**config.mk**
```make
export PLATFORM = sky130hd
export DESIGN_NAME = bsm_execute
export DESIGN_NICKNAME = d
export VERILOG_FILES = /design/src/bsm_pkg.sv /design/src/bsm_execute.sv
export VERILOG_INCLUDE_DIRS = /design/src
export SDC_FILE = /design/constraint.sdc
export NUM_CORES = 1
export LEC_CHECK = 0
export BUFFER_PORTS_ARGS = -buffer_cell sky130_fd_sc_hd__buf_2
export CORE_MARGIN = 2
export CORE_UTILIZATION = 43
export CTS_CLUSTER_DIAMETER = 50
export DETAILED_ROUTE_END_ITERATION = 12
export GPL_TIMING_DRIVEN = 0
export PLACE_DENSITY = 0.73
export SYNTH_ARGS = -nofsm -noshare
export SYNTH_HDL_FRONTEND = slang
export SYNTH_SLANG_ARGS = --single-unit
```
**constraint.sdc**
```tcl
create_clock -name sys_clk -period 1.4 [get_ports sys_clk]
set_input_delay 0.28 -clock sys_clk [delete_from_list [all_inputs] [get_ports sys_clk]]
set_output_delay 0.28 -clock sys_clk [all_outputs]
set_load 0.1 [all_outputs]
```
**src/bsm_defs.svh**
```systemverilog
// Constants for the bit-set, shift and move execute datapath.
`ifndef BSM_DEFS_SVH
`define BSM_DEFS_SVH
`define BSM_ADDR_W      7
`define BSM_DATA_W      8
`define BSM_BIT_W       3
`define BSM_MSB         7
`define BSM_DEST_WREG   1'b0
`define BSM_DEST_FILE   1'b1
`define BSM_W_RESET     8'h00
`define BSM_FLAG_RESET  1'b0
`define BSM_ADDR_RESET  7'h00
`define BSM_DATA_RESET  8'h00
`define BSM_PULSE_RESET 1'b0
`endif

```
**src/bsm_pkg.sv**
```systemverilog
// Types shared by the execute datapath.
package bsm_pkg;
	typedef enum logic [3:0]
	{
		BSM_OP_SET_ONE_POSITION = 4'b0001,
		BSM_OP_SHIFT_TOWARD_MSB = 4'b0010,
		BSM_OP_SHIFT_TOWARD_LSB = 4'b0100,
		BSM_OP_COPY_OPERAND     = 4'b1000
	} bsm_op_t;
endpackage

```
**src/bsm_execute.sv**
```systemverilog
// Single-cycle execute datapath for set, shift and copy instructions.
`include "bsm_defs.svh"
module bsm_execute
	import bsm_pkg::*;
(
	input  wire logic                     sys_clk,
	input  wire logic                     nrst,
	input  wire logic                     clk_en,
	input  wire logic                     op_valid,
	input  wire logic [3:0]               op_code,
	input  wire logic [`BSM_ADDR_W-1:0]   op_addr,
	input  wire logic [`BSM_BIT_W-1:0]    op_bit,
	input  wire logic                     op_dest_given,
	input  wire logic                     op_dest,
	input  wire logic [`BSM_DATA_W-1:0]   file_rdata,
	output logic      [`BSM_ADDR_W-1:0]   file_raddr,
	output logic                          file_we,
	output logic      [`BSM_ADDR_W-1:0]   file_waddr,
	output logic      [`BSM_DATA_W-1:0]   file_wdata,
	output logic      [`BSM_DATA_W-1:0]   wreg,
	output logic                          flag_zero,
	output logic                          flag_carry,
	output logic                          op_done
);
	// The file memory answers its read address in the same cycle, so each
	// instruction reads and modifies within one clock; the registered write strobe updates the file at the following edge.

	// Forces one bit position high and keeps the other seven bits.
	function automatic logic [7:0] set_bit_of(
		input logic [7:0] v,
		input logic [2:0] pos
	);
		logic [7:0] mask;
		mask       = 8'h01 << pos;
		set_bit_of = v | mask;
	endfunction

	function automatic logic [7:0] shift_up_of(
		input logic [7:0] v
	);
		shift_up_of = {v[6:0], 1'b0};
	endfunction

	function automatic logic [7:0] shift_down_of(
		input logic [7:0] v
	);
		shift_down_of = {1'b0, v[`BSM_MSB:1]};
	endfunction

	function automatic logic carry_up_of(
		input logic [7:0] v
	);
		carry_up_of = v[`BSM_MSB];
	endfunction

	function automatic logic carry_down_of(
		input logic [7:0] v
	);
		carry_down_of = v[0];
	endfunction

	function automatic logic is_zero(
		input logic [7:0] v
	);
		is_zero = (v == 8'h00);
	endfunction

	// An instruction without a selector writes back to the file register.
	function automatic logic dest_of(
		input logic given,
		input logic sel
	);
		dest_of = given ? sel : `BSM_DEST_FILE;
	endfunction

	wire bsm_op_t          op          = bsm_op_t'(op_code);
	wire logic             go          = op_valid & clk_en;
	wire logic             is_set      = (op == BSM_OP_SET_ONE_POSITION);
	wire logic             is_lsl      = (op == BSM_OP_SHIFT_TOWARD_MSB);
	wire logic             is_lsr      = (op == BSM_OP_SHIFT_TOWARD_LSB);
	wire logic             is_mov      = (op == BSM_OP_COPY_OPERAND);
	wire logic             known       = is_set | is_lsl | is_lsr | is_mov;
	wire logic             take        = op_valid & known;
	wire logic             is_shift    = is_lsl | is_lsr;
	wire logic             dest        = dest_of(op_dest_given, op_dest);

	wire logic [7:0]       set_res     = set_bit_of(file_rdata, op_bit);
	wire logic [7:0]       lsl_res     = shift_up_of(file_rdata);
	wire logic [7:0]       lsr_res     = shift_down_of(file_rdata);
	wire logic             lsl_carry   = carry_up_of(file_rdata);
	wire logic             lsr_carry   = carry_down_of(file_rdata);

	logic      [7:0]       result;
	logic                  to_file;
	logic                  to_wreg;
	logic                  zero_load;
	logic                  carry_load;
	logic                  next_we;
	logic      [6:0]       next_waddr;
	logic      [7:0]       next_wdata;
	logic                  next_done;
	logic                  next_zero;
	logic                  next_carry;

	// Copy passes the operand through unchanged, as do unknown codes.
	assign result     = is_set ? set_res :
	                    is_lsl ? lsl_res :
	                    is_lsr ? lsr_res :
	                    file_rdata;

	// Set always writes back to the file; the others follow the selector.
	assign to_file    = is_set | (dest == `BSM_DEST_FILE);
	assign to_wreg    = go & known & ~is_set & (dest == `BSM_DEST_WREG);
	assign file_raddr = op_addr;

	// Set leaves both flags alone; copy touches only the zero flag.
	assign zero_load  = go & (is_shift | is_mov);
	assign carry_load = go & is_shift;

	assign next_we    = take & to_file;
	assign next_waddr = op_addr;
	assign next_wdata = result;
	assign next_done  = take;
	assign next_zero  = is_zero(result);
	assign next_carry = is_lsl ? lsl_carry : lsr_carry;

	always_ff @(posedge sys_clk or negedge nrst)
	begin
		if (!nrst)
		begin
			file_we <= `BSM_PULSE_RESET;
		end
		else if (clk_en)
		begin
			file_we <= next_we;
		end
	end

	always_ff @(posedge sys_clk or negedge nrst)
	begin
		if (!nrst)
		begin
			file_waddr <= `BSM_ADDR_RESET;
		end
		else if (clk_en)
		begin
			file_waddr <= next_waddr;
		end
	end

	always_ff @(posedge sys_clk or negedge nrst)
	begin
		if (!nrst)
		begin
			file_wdata <= `BSM_DATA_RESET;
		end
		else if (clk_en)
		begin
			file_wdata <= next_wdata;
		end
	end

	// The done pulse drops again at the next enabled edge without a request.
	always_ff @(posedge sys_clk or negedge nrst)
	begin
		if (!nrst)
		begin
			op_done <= `BSM_PULSE_RESET;
		end
		else if (clk_en)
		begin
			op_done <= next_done;
		end
	end

	always_ff @(posedge sys_clk or negedge nrst)
	begin
		if (!nrst)
		begin
			wreg <= `BSM_W_RESET;
		end
		else if (to_wreg)
		begin
			wreg <= result;
		end
	end

	always_ff @(posedge sys_clk or negedge nrst)
	begin
		if (!nrst)
		begin
			flag_zero <= `BSM_FLAG_RESET;
		end
		else if (zero_load)
		begin
			flag_zero <= next_zero;
		end
	end

	always_ff @(posedge sys_clk or negedge nrst)
	begin
		if (!nrst)
		begin
			flag_carry <= `BSM_FLAG_RESET;
		end
		else if (carry_load)
		begin
			flag_carry <= next_carry;
		end
	end
endmodule

```
* Word-level counts from Yosys, hierarchy flattened
Index checks and enable logic that the tools add are counted.
Cells by class: bitwise logic cells 17, shift operators 1, equality and inequality tests 4, reduce and logical (&&, ||, !) cells 1, multiplexer cells 5
Operators by type and width (count):
- two-way mux 8 bit | 3
- bitwise AND 1 bit | 8
- zero test 8 bit | 1
- bitwise OR 8 bit | 1
- left shift 1 x 3 -> 8 bit (first input constant) | 1
- bitwise OR 1 bit | 6
- equality test 4 x 1 -> 1 bit (second input constant) | 1
- equality test 4 x 2 -> 1 bit (second input constant) | 1
- equality test 4 x 3 -> 1 bit (second input constant) | 1
- equality test 4 bit (second input constant) | 1
- two-way mux 1 bit | 2
- NOT 1 bit | 2
Word-level totals: flip-flop bits (word level) 27, bits of input ports 28, logic and storage cells 35

* Depth between registers and ports, before layout
depth after elaboration 7, gate-level depth with buffers 7, mapped depth without buffers 5

* Worst setup path after synthesis
OpenSTA, ideal clock, no wires.
kind input port to flip-flop, start point input port op_code[3], end point register flag_zero, slack -0.434 ns, arrival time 1.742 ns, setup time 0.092 ns, stages on the path 5, cells stage by stage nor2_1 o21ai_1 a221o_1 or4b_1 o31ai_2
Between the ends: word-level cells in the longest chain between the ends 5, elaborated cells on any way between the ends 11, those cells by class eq/ne: 4; mux: 3; bitwise: 3; reduce/logical: 1
RTL lines:
- start: declaration | RTL line bsm_execute.sv:10 | input wire logic [3:0] op_code,
- equality test 4 x 3 -> 1 bit | RTL line bsm_execute.sv:80 | wire logic is_lsr = (op == BSM_OP_SHIFT_TOWARD_LSB);
- two-way mux 8 bit | RTL line bsm_execute.sv:108 | is_lsr ? lsr_res :
- two-way mux 8 bit | RTL line bsm_execute.sv:107 | is_lsl ? lsl_res :
- two-way mux 8 bit | RTL line bsm_execute.sv:106 | assign result = is_set ? set_res :
- zero test 8 bit | RTL line bsm_execute.sv:65 | is_zero = (v == 8'h00);
- end signal: assignment | RTL line bsm_execute.sv:192 | flag_zero <= `BSM_FLAG_RESET;
- end signal: assignment | RTL line bsm_execute.sv:196 | flag_zero <= next_zero;
- end: declaration | RTL line bsm_execute.sv:21 | output logic flag_zero,
Several ways; a longest one is shown, not always the timed one. A chain may end at the register's enable or synchronous reset.

* Worst setup path after layout
start point input port op_code[1], end point register flag_zero
Same word-level chain as after synthesis.

==> results.yml <==
outcome:
  outcome: "finished, violations left"
  violations: "setup timing"
yosys:
  avgSynthCellArea_sq_um: 10.6
  syn_area_sq_um: 1480
  netlist_top_cells_count: "27 x dfrtp_1, 17 x mux2_2, 10 x nor2_1, 8 x a21oi_1, 7 x buf_4"
  synth_top_area_share_pct: 45.7
  synth_edf_count: 0
  ys_seq_area_share_pct: 45.7
  ys.flop_type: "dfrtp_1"
  yosys.cell_count.top_type: "dfrtp_1"
  synth_top_cell_by_area: "dfrtp_1"
  ys_types: 43
  postSynth.asyncResetShare_pct: 100
  synthCells: 139
  ys_top_cells_by_area: "dfrtp_1 46%, mux2_2 13%, buf_4 3.6%, a21oi_1 2.7%, nor2_1 2.5%"
  synth_nets: 167
  yosysWarnings: 0
  synth_seq_cells: 27
finish:
  drive_above_1_share_pct: 58.3
  regArea_sq_um: 676
  fillers: 276
  nNetsFinal: 247
  diodes: 0
  stdcell_count: 264
  syn_to_final_growth_pct: 51.7
  multiInputGateArea_sq_um: 820
timing:
  grt_setup_unrepaired: "yes"
  setup_tns_ns: -0.960
  setup_ws_ns: -0.206
  maxSlewViolCount: 0
  relSlewSlack_pct: 59.5
  min_period_ns: 1.61
  fin_skew_ns: 0
  setup_violations: 6
  fmax_mhz: 623
  finalHoldViolCount: 0
  tightest_slew_ns: 0.608
  fin_crit_sh_pct: 115
clock_network:
  cts_buffers: 3
  clkLatencyLatePin_ns: 0.32
  cts-root-buf: "clkbuf_4"
  cts.sink_count: 27
  cts_tree: "done"
  clk_pin_slew_ns: 0.14
  clockBufferDepth: 2
  htree_num_levels: 1
power_and_ir_drop:
  p_leak_nw: 1.05
  irDropWorstVdd_mv: 0.957
  power_mw: 2.90
  powerDensity_nw_per_um2: 1290
routing:
  via_count: 1449
  wirelength_mm: 4.16
  ant_nets: 0
  first_pass_iters: 6
  detail_route.wl_per_cell_um: 15.7
  viasPerCell: 5.49
  drt_iter0_drc: 57
  drc: 0
worst_setup_path:
  endpoint: "flag_zero"
  cp-end-kind: "register"
  criticalPathCategory: "input port to register"
  r2r_setup_slack_ns: 0.60
  cp_max_fo: 7
  reg2reg_from: "file_wdata[0]"
  arrival_ns: 1.85
  crit_start: "op_code[1]"
  start_kind: "input port"
  r2r.worst_path.cells: 1
  r2r_end: "file_wdata[0]"
  worstPathRequired_ns: 1.65
floorplanning:
  core_sq_um: 3310
  dieArea_sq_um: 3920
  fp.dieH_um: 62.6
  io_pins: 62
  initial_core_util_pct: 44.7
  row_count: 21
  die_x_um: 62.6
place:
  portBuffers: 60
  post-place-ws_ns: -0.784
  gp_congestion: 0.883
  dp_hpwl_mm: 2.94
  placed_cells: 245
min_path:
  hold_class: "input port to register"
global_routing:
  grt_max_degree: 28
  grt_pass1_wl_mm: 6.39
  antenna_found_initial: 0
  grt_pass1_vias: 1341
  grt.total_usage_pct: 20.5
  grt-ovfl-total: 0
flow_run:
  drv_cap: 0
-- state kept, by name, indices dropped and copies added, names as in the netlist --
name / count
flag_carry: 1
wreg: 8
file_wdata: 8
file_we: 1
flag_zero: 1
file_waddr: 7
op_done: 1
-- timing repair --
| item | in CTS | in global routing |
|---|---|---|
| setup buffers | 13 | 3 |
| endpoints found under the setup margin | 29 | 24 |
| hold endpoints to repair | 27 | 0 |
| pin swaps | 6 | 9 |
| gates resized for setup | 33 | 26 |
| hold buffers | 1 | 0 |
| gates cloned | 0 | 0 |
-- layout make-up --
class / count / share of cell area, %
Inverter: 6 / 1.00
Sequential cell: 27 / 30.1
Clock buffer: 4 / 1.17
Timing Repair Buffer: 76 / 24.0
Multi-Input combinational cell: 92 / 36.5
Buffer: 13 / 4.57
Tap cell: 46 / 2.57
-- critical path, cell delays in order --
cell and delay, ns:
buf_12 0.12, or2b_1 0.29, o22a_1 0.21, o32a_1 0.20, or4b_4 0.55, o31ai_2 0.21
-- power by group --
part | total [mW] | switching, mW | internal (mW)
clock network | 0.329 | 0.218 | 0.112
logic | 1.61 | 1.21 | 0.392
registers | 0.962 | 0.0674 | 0.895
-- cells by family (layout without fill, tap and decap cells) --
family / Yosys count / after routing / synth area share [%]
compound gates: 42 / 42 / 20.1
flops: 27 / 27 / 45.7
simple gates: 33 / 33 / 13.6
mux: 17 / 17 / 12.9
buf+inv: 20 / 99 / 7.61
-- cell usage in the layout, fill, tap and decap left out, types with 3 or more instances in the layout --
cell type	instances
buf_4	38
buf_2	28
dfrtp_1	27
mux2_2	16
clkbuf_4	15
nor2_1	9
inv_1	6
a21oi_1	6
o21ai_0	5
buf_6	3
clkbuf_1	3
a31oi_1	3
-- worst min-delay path by stage --
| stage | startpoint | endpoint | depth (start not counted) | slack, ns |
|---|---|---|---|---|
| finish | op_addr[3] | file_waddr[3] | 2 | 0.19 |
| global route | op_addr[4] | file_waddr[4] | 2 | 0.18 |
| CTS | op_addr[3] | file_waddr[3] | 2 | 0.19 |
| detailed placement | nrst | file_waddr[6] | 1 | 0.31 |
| global placement | nrst | file_waddr[0] | 1 | 0.30 |
| floorplan | nrst | file_waddr[0] | 0 | -0.02 |
-- metrics by stage --
stage	utilization, %	hold slack (ns)	cell area (sq um)
6_report	67.8	0.192	2240
5_1_grt	67.8	0.184	2240
4_1_cts	64.4	0.190	2130
3_5_place_dp	57.2	0.314	1890
3_3_place_gp	57.2	0.297	1890
2_1_floorplan	-	-0.0156	1540
-- routing by layer --
layer	track usage [%]	vias up	wire length, um
met5	0	-	0
met2	35.6	59	2160
met4	4.72	0	62
met3	4.32	10	209
met1	26.2	703	1730
li1	-	677	-
Note: power is estimated with default switching activity, not from simulation.
